`config.mk`:
```
export PLATFORM = sky130hd
export DESIGN_NAME = msbs_top
export DESIGN_NICKNAME = d
export VERILOG_FILES = /design/src/logic/msbs_pkg.sv /design/src/logic/msbs_top.sv
export SDC_FILE = /design/constraint.sdc
export NUM_CORES = 2
export LEC_CHECK = 0
export BUFFER_PORTS_ARGS = -buffer_cell sky130_fd_sc_hd__buf_2
export CORE_AREA = 2 2 400 402
export DETAILED_ROUTE_END_ITERATION = 10
export DIE_AREA = 0 0 402 404
export PLACE_DENSITY = 0.7
export SLEW_MARGIN = 40
export SYNTH_ARGS = -nofsm -noshare
export SYNTH_HDL_FRONTEND = slang
export SYNTH_SLANG_ARGS = --single-unit
```
`constraint.sdc`:
```
create_clock -name hclk -period 141.9 [get_ports hclk]
set_input_delay 14.19 -clock hclk [delete_from_list [all_inputs] [get_ports hclk]]
set_output_delay 14.19 -clock hclk [all_outputs]
set_load 0.005 [all_outputs]
```
`src/logic/msbs_pkg.sv`:
```
// constants, register map and types of the motor stop and brake sequencer
package msbs_pkg;
	localparam int CLK_PERIOD_NS = 25;
	localparam int TICK_TIME_MS = 10;
	localparam int TICK_CYCLES = TICK_TIME_MS * 1000000 / CLK_PERIOD_NS;
	localparam int DCDB_SCALE = 10;

	localparam logic [7:0] A_CTRL   = 8'h00;
	localparam logic [7:0] A_FREQ   = 8'h04;
	localparam logic [7:0] A_RAMP   = 8'h08;
	localparam logic [7:0] A_CURR   = 8'h0C;
	localparam logic [7:0] A_DCT    = 8'h10;
	localparam logic [7:0] A_SCT    = 8'h14;
	localparam logic [7:0] A_GUARD  = 8'h18;
	localparam logic [7:0] A_UVL    = 8'h1C;
	localparam logic [7:0] A_PREX   = 8'h20;
	localparam logic [7:0] A_STATUS = 8'h24;

	localparam int LO_LSB = 0;
	localparam int HI_LSB = 16;
	localparam int B1_LSB = 8;
	localparam int CTRL_STOP_LSB = 4;
	localparam int CTRL_DI_DC = 8;
	localparam int CTRL_DI_SC = 9;
	localparam int CTRL_AIN = 10;
	localparam int CTRL_HV = 11;
	localparam int ST_UV = 4;

	localparam logic [2:0] MODE_VF = 3'h0;
	localparam logic [2:0] MODE_SLV = 3'h2;
	localparam logic [2:0] MODE_PM = 3'h5;
	localparam logic [2:0] HSIZE_WORD = 3'h2;

	localparam logic [15:0] DC_STOP_MAX = 16'h03E8;
	localparam logic [15:0] DC_START_MAX = 16'h2710;
	localparam logic [15:0] SC_T_MAX = 16'h2710;
	localparam logic [15:0] BB_MIN = 16'h000A;
	localparam logic [15:0] BB_MAX = 16'h01F4;
	localparam logic [15:0] UV_T_MAX = 16'h0064;
	localparam logic [15:0] PREEX_T_MAX = 16'h03E8;
	localparam logic [15:0] DC_CUR_MAX = 16'h0064;
	localparam logic [15:0] SC_CUR_MAX = 16'h07D0;
	localparam logic [15:0] PREEX_LVL_MIN = 16'h0032;
	localparam logic [15:0] PREEX_LVL_MAX = 16'h00C8;
	localparam logic [15:0] UV_LO_MIN = 16'h0096;
	localparam logic [15:0] UV_LO_MAX = 16'h012C;
	localparam logic [15:0] UV_HI_MIN = 16'h012C;
	localparam logic [15:0] UV_HI_MAX = 16'h0258;

	typedef enum logic [1:0] {
		STOP_RAMP  = 2'h0,
		STOP_COAST = 2'h1,
		STOP_DCB   = 2'h2,
		STOP_TIMER = 2'h3
	} msbs_stop_t;

	typedef enum logic [3:0] {
		S_IDLE   = 4'h0,
		S_PREEX  = 4'h1,
		S_SSTART = 4'h2,
		S_DSTART = 4'h3,
		S_RUN    = 4'h4,
		S_DECEL  = 4'h5,
		S_SSTOP  = 4'h6,
		S_DSTOP  = 4'h7,
		S_BLOCK  = 4'h8,
		S_BBDC   = 4'h9,
		S_CTMR   = 4'hA
	} msbs_state_t;

	typedef struct packed {
		logic [2:0]  mode;
		msbs_stop_t  stop;
		logic        di_dc_en;
		logic        di_sc_en;
		logic        ain_en;
		logic        hv;
		logic [15:0] brake_freq;
		logic [15:0] min_freq;
		logic [15:0] max_freq;
		logic [15:0] decel_t;
		logic [7:0]  dc_cur;
		logic [7:0]  motor_pct;
		logic [11:0] sc_cur;
		logic [15:0] dc_stop_t;
		logic [15:0] dc_start_t;
		logic [15:0] sc_start_t;
		logic [15:0] sc_stop_t;
		logic [15:0] bb_t;
		logic [15:0] uv_t;
		logic [9:0]  uv_level;
		logic [15:0] preex_t;
		logic [7:0]  preex_lvl;
	} msbs_cfg_t;

	typedef struct packed {
		msbs_state_t fsm;
		logic [15:0] timer;
	} msbs_step_t;

	typedef struct packed {
		msbs_cfg_t   cfg;
		msbs_state_t fsm;
		msbs_stop_t  after;
		logic [15:0] timer;
		logic [18:0] div;
		logic        tick;
		logic [15:0] uv_cnt;
		logic [15:0] f_stop;
		logic        need_rel;
		logic        ss_pend;
		logic        uv;
		logic        run1, run2, dc1, dc2, sc1, sc2;
		logic        wr_pend;
		logic [7:0]  wr_addr;
		logic [31:0] hrdata;
		logic        hready;
		logic        hresp;
		logic        blk, dc_req, sc_req, preex_req, decel_req, ss_req, start_min;
		logic [7:0]  brk_cur;
	} msbs_st_t;

	localparam msbs_cfg_t CFG_RST = '{mode: MODE_VF, stop: STOP_RAMP, di_dc_en: 1'b0,
		di_sc_en: 1'b0, ain_en: 1'b0, hv: 1'b0, brake_freq: 16'h0096, min_freq: 16'h0096,
		max_freq: 16'h1770, decel_t: 16'h03E8, dc_cur: 8'h32, motor_pct: 8'h64,
		sc_cur: 12'h3E8, dc_stop_t: 16'h0032, dc_start_t: 16'h0000, sc_start_t: 16'h0000,
		sc_stop_t: 16'h0000, bb_t: 16'h0032, uv_t: 16'h0000, uv_level: 10'h0BE,
		preex_t: 16'h0000, preex_lvl: 8'h64};
endpackage

```
`src/logic/msbs_top.sv`:
```
// stop, brake, undervoltage and pre-excitation sequencer with an ahb-lite register slave
//
// Implementation choices: the AHB-Lite slave port and the placing of the registers.
`timescale 1ns/10ps
module msbs_top #(
	parameter int TICK_CYCLES = msbs_pkg::TICK_CYCLES
) (
	input  wire logic        hclk,            // 40 MHz system clock
	input  wire logic        hresetn,         // async reset, active low
	input  wire logic        hsel,            // ahb slave select
	input  wire logic [31:0] haddr,           // ahb address
	input  wire logic [1:0]  htrans,          // ahb transfer type
	input  wire logic        hwrite,          // ahb write
	input  wire logic [2:0]  hsize,           // ahb size, word only
	input  wire logic [31:0] hwdata,          // ahb write data
	input  wire logic        hready,          // ahb bus ready
	output logic      [31:0] hrdata,          // ahb read data
	output logic             hreadyout,       // ahb slave ready
	output logic             hresp,           // ahb response, always okay
	input  wire logic        run_pin,         // run command terminal
	input  wire logic        dc_brake_pin,    // digital input set to dc braking
	input  wire logic        sc_brake_pin,    // digital input set to short-circuit braking
	input  wire logic [15:0] out_freq,        // output frequency, 0.01 Hz
	input  wire logic [9:0]  bus_volts,       // dc bus level, volts
	input  wire logic [7:0]  ain_level,       // analog braking current, percent
	output logic             output_block,    // power stage outputs off
	output logic             dc_brake_req,    // dc injection request
	output logic             sc_brake_req,    // short-circuit braking request
	output logic      [7:0]  brake_current,   // dc current, percent of inverter rating
	output logic      [11:0] sc_current,      // short-circuit limit, 0.1 percent of motor
	output logic             preexcite_req,   // pre-excitation request
	output logic      [7:0]  preexcite_level, // pre-excitation level, percent
	output logic             decel_req,       // ramp down request
	output logic             speed_search_req,// one-cycle speed search start
	output logic             start_at_min,    // run begins at minimum frequency
	output logic             undervoltage_fault // sticky undervoltage flag
);
	msbs_pkg::msbs_st_t   st, next_st;
	msbs_pkg::msbs_step_t step;
	msbs_pkg::msbs_stop_t mode_eff;
	logic                 pm, sensorless_vector_mode, uv_low, uv_trip, thr_hit, addr_ph, di_dc, di_sc;
	logic [7:0]           cur_base;

	function automatic logic [15:0] clamp16(input logic [15:0] v, lo, hi);
		return (v < lo) ? lo : ((v > hi) ? hi : v);
	endfunction

	// duration = t * k * f / fmax, saturated to the timer width
	function automatic logic [15:0] scale(input logic [15:0] t, input logic [31:0] k,
			input logic [15:0] f, input logic [15:0] fmax);
		logic [31:0] q;
		q = (fmax == 16'h0000) ? 32'h0000_0000 : (32'(t) * k * 32'(f)) / 32'(fmax);
		return (q > 32'h0000_FFFF) ? 16'hFFFF : q[15:0];
	endfunction

	// optional short-circuit phase, optional dc phase, then the end state
	function automatic msbs_pkg::msbs_step_t brake_seq(input logic use_sc,
			input logic [15:0] sc_t, input logic [15:0] dc_t,
			input msbs_pkg::msbs_state_t s_sc, input msbs_pkg::msbs_state_t s_dc,
			input msbs_pkg::msbs_state_t s_end);
		msbs_pkg::msbs_step_t r;
		if (use_sc && sc_t != 16'h0000) begin
			r = '{fsm: s_sc, timer: sc_t};
		end else if (dc_t != 16'h0000) begin
			r = '{fsm: s_dc, timer: dc_t};
		end else begin
			r = '{fsm: s_end, timer: 16'h0000};
		end
		return r;
	endfunction

	function automatic logic [31:0] rd_mux(input msbs_pkg::msbs_st_t s, input logic [7:0] a);
		logic [31:0] d;
		d = 32'h0000_0000;
		unique case (a)
			msbs_pkg::A_CTRL: d = {20'h0_0000, s.cfg.hv, s.cfg.ain_en, s.cfg.di_sc_en,
				s.cfg.di_dc_en, 2'h0, s.cfg.stop, 1'h0, s.cfg.mode};
			msbs_pkg::A_FREQ: d = {s.cfg.min_freq, s.cfg.brake_freq};
			msbs_pkg::A_RAMP: d = {s.cfg.decel_t, s.cfg.max_freq};
			msbs_pkg::A_CURR: d = {4'h0, s.cfg.sc_cur, s.cfg.motor_pct, s.cfg.dc_cur};
			msbs_pkg::A_DCT: d = {s.cfg.dc_start_t, s.cfg.dc_stop_t};
			msbs_pkg::A_SCT: d = {s.cfg.sc_stop_t, s.cfg.sc_start_t};
			msbs_pkg::A_GUARD: d = {s.cfg.uv_t, s.cfg.bb_t};
			msbs_pkg::A_UVL: d = {22'h00_0000, s.cfg.uv_level};
			msbs_pkg::A_PREX: d = {8'h00, s.cfg.preex_lvl, s.cfg.preex_t};
			msbs_pkg::A_STATUS: d = {s.timer, 8'h00, s.ss_pend, s.run2, s.blk, s.uv, s.fsm};
			default: d = 32'h0000_0000;
		endcase
		return d;
	endfunction

	always_comb begin
		next_st = st;
		pm = st.cfg.mode == msbs_pkg::MODE_PM;
		sensorless_vector_mode = st.cfg.mode == msbs_pkg::MODE_SLV;
		mode_eff = pm ? msbs_pkg::STOP_RAMP : st.cfg.stop;
		uv_low = bus_volts < st.cfg.uv_level;
		uv_trip = uv_low && (st.cfg.uv_t == 16'h0000 || st.uv_cnt >= st.cfg.uv_t);
		// below the minimum frequency the brake point moves up to it
		thr_hit = (st.cfg.brake_freq < st.cfg.min_freq) ? (out_freq <= st.cfg.min_freq)
			: (out_freq < st.cfg.brake_freq);
		addr_ph = hsel && hready && htrans[1];
		step = '{fsm: msbs_pkg::S_IDLE, timer: 16'h0000};

		// 0.01 s tick
		next_st.tick = 1'b0;
		next_st.div = st.div + 19'h0_0001;
		if (st.div == 19'(TICK_CYCLES - 1)) begin
			next_st.div = 19'h0_0000;
			next_st.tick = 1'b1;
		end
		next_st.run1 = run_pin;
		next_st.run2 = st.run1;
		next_st.dc1 = dc_brake_pin;
		next_st.dc2 = st.dc1;
		next_st.sc1 = sc_brake_pin;
		next_st.sc2 = st.sc1;
		if (st.tick && st.timer != 16'h0000) begin
			next_st.timer = st.timer - 16'h0001;
		end
		if (!uv_low) begin
			next_st.uv_cnt = 16'h0000;
		end else if (st.tick && st.uv_cnt != 16'hFFFF) begin
			next_st.uv_cnt = st.uv_cnt + 16'h0001;
		end

		// register writes land in the data phase; out-of-range values are clamped
		if (st.wr_pend) begin
			unique case (st.wr_addr)
				msbs_pkg::A_CTRL: begin
					next_st.cfg.mode = hwdata[2:0];
					next_st.cfg.stop = msbs_pkg::msbs_stop_t'(hwdata[msbs_pkg::CTRL_STOP_LSB +: 2]);
					next_st.cfg.di_dc_en = hwdata[msbs_pkg::CTRL_DI_DC];
					next_st.cfg.di_sc_en = hwdata[msbs_pkg::CTRL_DI_SC];
					next_st.cfg.ain_en = hwdata[msbs_pkg::CTRL_AIN];
					next_st.cfg.hv = hwdata[msbs_pkg::CTRL_HV];
				end
				msbs_pkg::A_FREQ: begin
					next_st.cfg.brake_freq = hwdata[msbs_pkg::LO_LSB +: 16];
					next_st.cfg.min_freq = hwdata[msbs_pkg::HI_LSB +: 16];
				end
				msbs_pkg::A_RAMP: begin
					next_st.cfg.max_freq = hwdata[msbs_pkg::LO_LSB +: 16];
					next_st.cfg.decel_t = hwdata[msbs_pkg::HI_LSB +: 16];
				end
				msbs_pkg::A_CURR: begin
					next_st.cfg.dc_cur = 8'(clamp16(16'(hwdata[msbs_pkg::LO_LSB +: 8]),
						16'h0000, msbs_pkg::DC_CUR_MAX));
					next_st.cfg.motor_pct = hwdata[msbs_pkg::B1_LSB +: 8];
					next_st.cfg.sc_cur = 12'(clamp16(16'(hwdata[msbs_pkg::HI_LSB +: 12]),
						16'h0000, msbs_pkg::SC_CUR_MAX));
				end
				msbs_pkg::A_DCT: begin
					next_st.cfg.dc_stop_t = clamp16(hwdata[msbs_pkg::LO_LSB +: 16], 16'h0000,
						msbs_pkg::DC_STOP_MAX);
					next_st.cfg.dc_start_t = clamp16(hwdata[msbs_pkg::HI_LSB +: 16], 16'h0000,
						msbs_pkg::DC_START_MAX);
				end
				msbs_pkg::A_SCT: begin
					next_st.cfg.sc_start_t = clamp16(hwdata[msbs_pkg::LO_LSB +: 16], 16'h0000,
						msbs_pkg::SC_T_MAX);
					next_st.cfg.sc_stop_t = clamp16(hwdata[msbs_pkg::HI_LSB +: 16], 16'h0000,
						msbs_pkg::SC_T_MAX);
				end
				msbs_pkg::A_GUARD: begin
					next_st.cfg.bb_t = clamp16(hwdata[msbs_pkg::LO_LSB +: 16], msbs_pkg::BB_MIN,
						msbs_pkg::BB_MAX);
					next_st.cfg.uv_t = clamp16(hwdata[msbs_pkg::HI_LSB +: 16], 16'h0000,
						msbs_pkg::UV_T_MAX);
				end
				msbs_pkg::A_UVL: begin
					next_st.cfg.uv_level = 10'(st.cfg.hv
						? clamp16(16'(hwdata[9:0]), msbs_pkg::UV_HI_MIN, msbs_pkg::UV_HI_MAX)
						: clamp16(16'(hwdata[9:0]), msbs_pkg::UV_LO_MIN, msbs_pkg::UV_LO_MAX));
				end
				msbs_pkg::A_PREX: begin
					next_st.cfg.preex_t = clamp16(hwdata[msbs_pkg::LO_LSB +: 16], 16'h0000,
						msbs_pkg::PREEX_T_MAX);
					next_st.cfg.preex_lvl = 8'(clamp16(16'(hwdata[msbs_pkg::HI_LSB +: 8]),
						msbs_pkg::PREEX_LVL_MIN, msbs_pkg::PREEX_LVL_MAX));
				end
				msbs_pkg::A_STATUS: begin
					if (hwdata[msbs_pkg::ST_UV]) begin
						next_st.uv = 1'b0;
					end
				end
				default: begin
				end
			endcase
		end

		if (!st.run2) begin
			next_st.need_rel = 1'b0;
		end
		next_st.ss_req = 1'b0;

		unique case (st.fsm)
			msbs_pkg::S_IDLE: begin
				if (st.run2 && !st.need_rel && !uv_low) begin
					next_st.ss_req = st.ss_pend;
					next_st.ss_pend = 1'b0;
					if (st.cfg.preex_t != 16'h0000) begin
						next_st.fsm = msbs_pkg::S_PREEX;
						next_st.timer = st.cfg.preex_t;
					end else begin
						step = brake_seq(pm, st.cfg.sc_start_t, st.cfg.dc_start_t,
							msbs_pkg::S_SSTART, msbs_pkg::S_DSTART, msbs_pkg::S_RUN);
						next_st.fsm = step.fsm;
						next_st.timer = step.timer;
					end
				end
			end
			msbs_pkg::S_PREEX, msbs_pkg::S_SSTART, msbs_pkg::S_DSTART: begin
				if (!st.run2) begin
					next_st.fsm = msbs_pkg::S_BLOCK;
					next_st.after = msbs_pkg::STOP_COAST;
					next_st.timer = st.cfg.bb_t;
				end else if (st.timer == 16'h0000) begin
					step = brake_seq(pm && st.fsm == msbs_pkg::S_PREEX, st.cfg.sc_start_t,
						(st.fsm == msbs_pkg::S_DSTART) ? 16'h0000 : st.cfg.dc_start_t,
						msbs_pkg::S_SSTART, msbs_pkg::S_DSTART, msbs_pkg::S_RUN);
					next_st.fsm = step.fsm;
					next_st.timer = step.timer;
				end
			end
			msbs_pkg::S_RUN: begin
				if (!st.run2) begin
					next_st.f_stop = out_freq;
					next_st.after = mode_eff;
					if (mode_eff == msbs_pkg::STOP_RAMP) begin
						next_st.fsm = msbs_pkg::S_DECEL;
					end else begin
						next_st.fsm = msbs_pkg::S_BLOCK;
						next_st.timer = st.cfg.bb_t;
						next_st.ss_pend = (mode_eff == msbs_pkg::STOP_COAST) && sensorless_vector_mode;
					end
				end
			end
			msbs_pkg::S_DECEL: begin
				if (st.run2) begin
					next_st.fsm = msbs_pkg::S_RUN;
				end else if (thr_hit) begin
					step = brake_seq(pm, st.cfg.sc_stop_t, st.cfg.dc_stop_t, msbs_pkg::S_SSTOP,
						msbs_pkg::S_DSTOP, msbs_pkg::S_IDLE);
					next_st.fsm = step.fsm;
					next_st.timer = step.timer;
				end
			end
			msbs_pkg::S_SSTOP: begin
				if (st.timer == 16'h0000) begin
					step = brake_seq(1'b0, 16'h0000, st.cfg.dc_stop_t, msbs_pkg::S_SSTOP,
						msbs_pkg::S_DSTOP, msbs_pkg::S_IDLE);
					next_st.fsm = step.fsm;
					next_st.timer = step.timer;
				end
			end
			msbs_pkg::S_BLOCK: begin
				// run commands are not looked at until the interval is over
				if (st.timer == 16'h0000) begin
					next_st.fsm = msbs_pkg::S_IDLE;
					if (st.after == msbs_pkg::STOP_DCB) begin
						step.timer = scale(st.cfg.dc_stop_t, 32'(msbs_pkg::DCDB_SCALE), st.f_stop,
							st.cfg.max_freq);
						step.fsm = msbs_pkg::S_BBDC;
					end else if (st.after == msbs_pkg::STOP_TIMER) begin
						step.timer = scale(st.cfg.decel_t, 32'h0000_0001, st.f_stop,
							st.cfg.max_freq);
						step.fsm = msbs_pkg::S_CTMR;
					end
					if (step.timer != 16'h0000) begin
						next_st.fsm = step.fsm;
						next_st.timer = step.timer;
					end
				end
			end
			msbs_pkg::S_DSTOP, msbs_pkg::S_BBDC, msbs_pkg::S_CTMR: begin
				if (st.timer == 16'h0000) begin
					next_st.fsm = msbs_pkg::S_IDLE;
				end
			end
			default: begin
				next_st.fsm = msbs_pkg::S_IDLE;
			end
		endcase

		// undervoltage overrides any sequence except a running block interval; run must be released before a new start
		if (uv_trip) begin
			next_st.uv = 1'b1;
			next_st.need_rel = 1'b1;
			if (st.fsm != msbs_pkg::S_IDLE && st.fsm != msbs_pkg::S_BLOCK) begin
				next_st.fsm = msbs_pkg::S_BLOCK;
				next_st.after = msbs_pkg::STOP_COAST;
				next_st.timer = st.cfg.bb_t;
			end
		end

		di_dc = next_st.fsm == msbs_pkg::S_IDLE && st.cfg.di_dc_en && st.dc2;
		di_sc = next_st.fsm == msbs_pkg::S_IDLE && st.cfg.di_sc_en && pm && st.sc2;
		next_st.blk = (next_st.fsm inside {msbs_pkg::S_IDLE, msbs_pkg::S_BLOCK,
			msbs_pkg::S_CTMR}) && !di_dc && !di_sc;
		next_st.dc_req = (next_st.fsm inside {msbs_pkg::S_DSTART, msbs_pkg::S_DSTOP,
			msbs_pkg::S_BBDC}) || di_dc;
		next_st.sc_req = (next_st.fsm inside {msbs_pkg::S_SSTART, msbs_pkg::S_SSTOP}) || di_sc;
		next_st.preex_req = next_st.fsm == msbs_pkg::S_PREEX;
		next_st.decel_req = next_st.fsm == msbs_pkg::S_DECEL;
		next_st.start_min = next_st.fsm == msbs_pkg::S_RUN && (st.cfg.dc_start_t == 16'h0000
			|| (pm && st.cfg.sc_stop_t == 16'h0000));
		cur_base = st.cfg.ain_en ? 8'(clamp16(16'(ain_level), 16'h0000, msbs_pkg::DC_CUR_MAX))
			: st.cfg.dc_cur;
		next_st.brk_cur = (cur_base > st.cfg.motor_pct) ? st.cfg.motor_pct : cur_base;

		// zero-wait slave; reads see the write of the cycle before
		next_st.hready = 1'b1;
		next_st.wr_pend = addr_ph && hwrite && hsize == msbs_pkg::HSIZE_WORD;
		next_st.wr_addr = haddr[7:0];
		if (addr_ph && !hwrite) begin
			next_st.hrdata = rd_mux(next_st, haddr[7:0]);
		end
	end

	always_ff @(posedge hclk or negedge hresetn) begin
		if (!hresetn) begin
			st <= '{cfg: msbs_pkg::CFG_RST, fsm: msbs_pkg::S_IDLE, after: msbs_pkg::STOP_RAMP,
				hready: 1'b1, blk: 1'b1, brk_cur: msbs_pkg::CFG_RST.dc_cur, default: '0};
		end else begin
			st <= next_st;
		end
	end

	assign hrdata = st.hrdata;
	assign hreadyout = st.hready;
	assign hresp = st.hresp;
	assign output_block = st.blk;
	assign dc_brake_req = st.dc_req;
	assign sc_brake_req = st.sc_req;
	assign brake_current = st.brk_cur;
	assign sc_current = st.cfg.sc_cur;
	assign preexcite_req = st.preex_req;
	assign preexcite_level = st.cfg.preex_lvl;
	assign decel_req = st.decel_req;
	assign speed_search_req = st.ss_req;
	assign start_at_min = st.start_min;
	assign undervoltage_fault = st.uv;
endmodule

```
==> results.sh <==
export IMPL_number_of_global_route_vias_before_repair=82600
export IMPL_die_area_sq_um=162000
export IMPL_postCtsSetupBuffers=0
export IMPL_synth_ff_type="sky130_fd_sc_hd__dfrtp_1"
export IMPL_initial_utilization_pct=53.9
export IMPL_syn_area_per_cell_sq_um=7.64
export IMPL_gp_routability_congestion=1.00
export IMPL_avgViaCountPerCell=6.51
export IMPL_post_synth_top_count_cell="sky130_fd_sc_hd__nand2_1"
export IMPL_synth_edff_count=0
export IMPL_post_route_worst_setup_slack_ns=24.78
export IMPL_grt_overflow=0
export IMPL_power_leakage_nw=43.8
export IMPL_coreArea_sq_um=158000
export IMPL_worst_hold_slack_ns=0.349
export IMPL_finalCriticalPeriod_ns=117.12
export IMPL_min_from="next_st[60]$_DFF_PN0_"
export IMPL_die_width_microns=402
export IMPL_initialDrtViolationCount=8083
export IMPL_period_share_pct=82.5
export IMPL_pwr_density_cell_nw_per_um2=4.70
export IMPL_maxCapViolCount=0
export IMPL_netlist_top_cell_by_area="sky130_fd_sc_hd__ha_1"
export IMPL_ff2ff_setup_slack_ns=24.78
export IMPL_grt_setup_unrepaired="false"
export IMPL_worst_path_largest_cell_delay_ns=0.85
export IMPL_end_kind="register"
export IMPL_cts_sink_count=370
export IMPL_ys_top_cells_by_count="sky130_fd_sc_hd__nand2_1 (1333), sky130_fd_sc_hd__ha_1 (1086), sky130_fd_sc_hd__nor2_1 (869)"
export IMPL_post_synth_inst_count=11100
export IMPL_ys_types=135
export IMPL_synth_sequential_area_ratio_pct=11.0
export IMPL_met2_wirelength_microns=132000
export IMPL_hold_path_end="st[60]$_DFF_PN0_"
export IMPL_criticalPathCategory="register to register"
export IMPL_route_detailed_wl_per_inst_microns=23.8
export IMPL_drtPass1Iterations=6
export IMPL_portBuffers=153
export IMPL_worst_skew_pair_late_latency_ns=0.64
export IMPL_fin_nets=12700
export IMPL_timing_worst_slew_pin_value_ns=0.987
export IMPL_regToRegEndpoint="hrdata[30]$_DFFE_PN0P_"
export IMPL_timing_final_hold_violations=0
export IMPL_cts_htree_levels=2
export IMPL_required_ns=142.37
export IMPL_setup_viol_count_final=0
export IMPL_clockRootBuffer="sky130_fd_sc_hd__clkbuf_16"
export IMPL_ant_nets=0
export IMPL_synthDominantCellAreaShare_pct=16.0
export IMPL_grt_first_pass_wirelength_microns=482000
export IMPL_crit_top_cell="sky130_fd_sc_hd__o21a_1"
export IMPL_maxSlewViolCount=0
export IMPL_critPathMaxFanout=35
export IMPL_postSynth_asyncResetShare_pct=100
export IMPL_pin_count=181
export IMPL_highest_layer="met5"
export IMPL_critical_path_slowest_cell="sky130_fd_sc_hd__dfrtp_1"
export IMPL_fmax_mhz=8.54
export IMPL_cts_tree="done"
export IMPL_grt_start_max_net_pins=145
export IMPL_drc_errors=0
export IMPL_routed_met1_length_microns=134000
export IMPL_arrival_ns=117.59
export IMPL_post_place_ws_ns=26.86
export IMPL_timing_reg2reg_worst_path_depth=478
export IMPL_fin_setup_tns_ns=0
export IMPL_grt_antenna_before_repair=13
export IMPL_drive_above_1_share_pct=10.1
export IMPL_met3_wirelength_microns=26500
export IMPL_clock_skew_ns=0.0522
export IMPL_drt_total_wl_microns=313000
export IMPL_regToRegStartpoint="st[257]$_DFF_PN0_"
export IMPL_cts_buffer_depth=3
export IMPL_yosysWarningCount=0
export IMPL_floorplan_rows=146
export IMPL_cts_buffers=43
export IMPL_area_growth_synth_to_final_pct=5.40
export IMPL_cp_start_kind="register"
export IMPL_placedInstanceArea_sq_um=88000
export IMPL_post_dp_hpwl_microns=250000
export IMPL_stdcell_area_sq_um=89600
export IMPL_outcome="finished, final reports clean"
export IMPL_synthesis_nets=12800
export IMPL_gr_util_all_layers_pct=37.7
export IMPL_die_height_microns=404
export IMPL_worst_ir_drop_vdd_mv=0.00874
export IMPL_synth_cell_area_sq_um=85000
export IMPL_ys_seq_elements=370
export IMPL_ys_top_cells_by_area="sky130_fd_sc_hd__ha_1 (16%), sky130_fd_sc_hd__fa_1 (10%), sky130_fd_sc_hd__dfrtp_1 (9.4%)"
export IMPL_overall_power_consumption_uw=421
export IMPL_post_cts_resize_count=0
export IMPL_cts_hold_buffers=0
export IMPL_hold_depth=0
export IMPL_cts_clk_slew_worst_paths_ns=0.06
export IMPL_slew_headroom_pct=33.9
export IMPL_min_path_type="register to register"
export IMPL_vias_after_detailed_routing=85600
critical path, delay by kind of cell (launching register included):
kind                       cells  cell delay [ns]
and+or+nand+nor              113            24.15
adders and majority gates     41            14.35
xor gates and xnor gates       2             0.62
DFF                            1             0.85
AOI/OAI and AO/OA            287            68.21
muxes                         10             3.56
buffers and inverters         25             4.88
cell families (layout without fill, tap and decap cells):
kind of cell / count (synthesis) / count (layout) / share of synthesized area (%)
buf+inv: 1206 / 1146 / 5.65
simple gates: 4206 / 4206 / 24.1
xor+xnor: 417 / 417 / 4.31
flops: 370 / 370 / 11.0
mux: 328 / 328 / 4.26
fa+ha+maj: 1518 / 1518 / 26.1
compound gates: 3083 / 3083 / 24.6
other cells: 2 / 7 / 0.00883
through the flow:
step	util, %	instances
2_1_floorplan	-	11100
3_3_place_gp	55.6	13100
3_5_place_dp	55.8	13100
4_1_cts	56.7	13100
5_1_grt	56.8	13100
6_report	56.8	13100
registers in the layout, indices dropped and copies added (netlist names):
register	cells
st	299
sc_current	12
start_at_min	1
next_st	3
output_block	1
hrdata	32
speed_search_req	1
preexcite_req	1
dc_brake_req	1
decel_req	1
sc_brake_req	1
brake_current	8
undervoltage_fault	1
preexcite_level	8
where the power goes:
group / total, mW / switching [mW] / internal (mW)
combinational: 0.189 / 0.114 / 0.0750
clock: 0.119 / 0.0531 / 0.0661
sequential: 0.113 / 0.00362 / 0.109
total: 0.421 / 0.171 / 0.250
per-layer routing:
metal | vias up | GRT usage [%]
met5 | - | 0
met4 | 6 | 20.1
met3 | 684 | 6.17
met2 | 3638 | 58.2
met1 | 41300 | 50.4
li1 | 39900 | -
layout by cell type, fill, tap and decap left out, types with 243 or more instances in the layout:
master,netlist,routed
sky130_fd_sc_hd__inv_1,731,714
sky130_fd_sc_hd__fa_1,426,425
sky130_fd_sc_hd__and2_1,329,327
sky130_fd_sc_hd__o21ai_0,565,561
sky130_fd_sc_hd__xnor2_1,249,243
sky130_fd_sc_hd__o21a_1,444,444
sky130_fd_sc_hd__mux2_2,259,259
sky130_fd_sc_hd__nor2_1,869,859
sky130_fd_sc_hd__a21oi_1,660,657
sky130_fd_sc_hd__nor3_1,484,482
sky130_fd_sc_hd__nand2_1,1333,1333
sky130_fd_sc_hd__ha_1,1086,1084
sky130_fd_sc_hd__dfrtp_1,318,311
layout make-up:
class | instances | area, sq um
Clock buffer | 55 | 1180
Antenna cell | 5 | 12.5
Clock inverter | 25 | 304
Timing Repair Buffer | 333 | 2190
Multi-Input combinational cell | 9554 | 71200
Sequential cell | 370 | 9330
Fill cell | 15000 | 68200
Inverter | 733 | 2760
Tap cell | 2072 | 2590
worst max path at each step:
stage                                 start                     end  slack [ns]  cells past startpoint
final                     st[257]$_DFF_PN0_  hrdata[30]$_DFFE_PN0P_       24.78                    478
after global routing      st[257]$_DFF_PN0_  hrdata[30]$_DFFE_PN0P_       16.91                    477
after floorplan           st[256]$_DFF_PN1_  hrdata[30]$_DFFE_PN0P_       41.83                    499
after CTS                 st[257]$_DFF_PN0_  dc_brake_req$_DFF_PN0_       26.42                    477
after global placement    st[257]$_DFF_PN0_  dc_brake_req$_DFF_PN0_       28.04                    475
after detailed placement  st[257]$_DFF_PN0_  dc_brake_req$_DFF_PN0_       26.86                    478
Power figures use the tool's default switching activity.
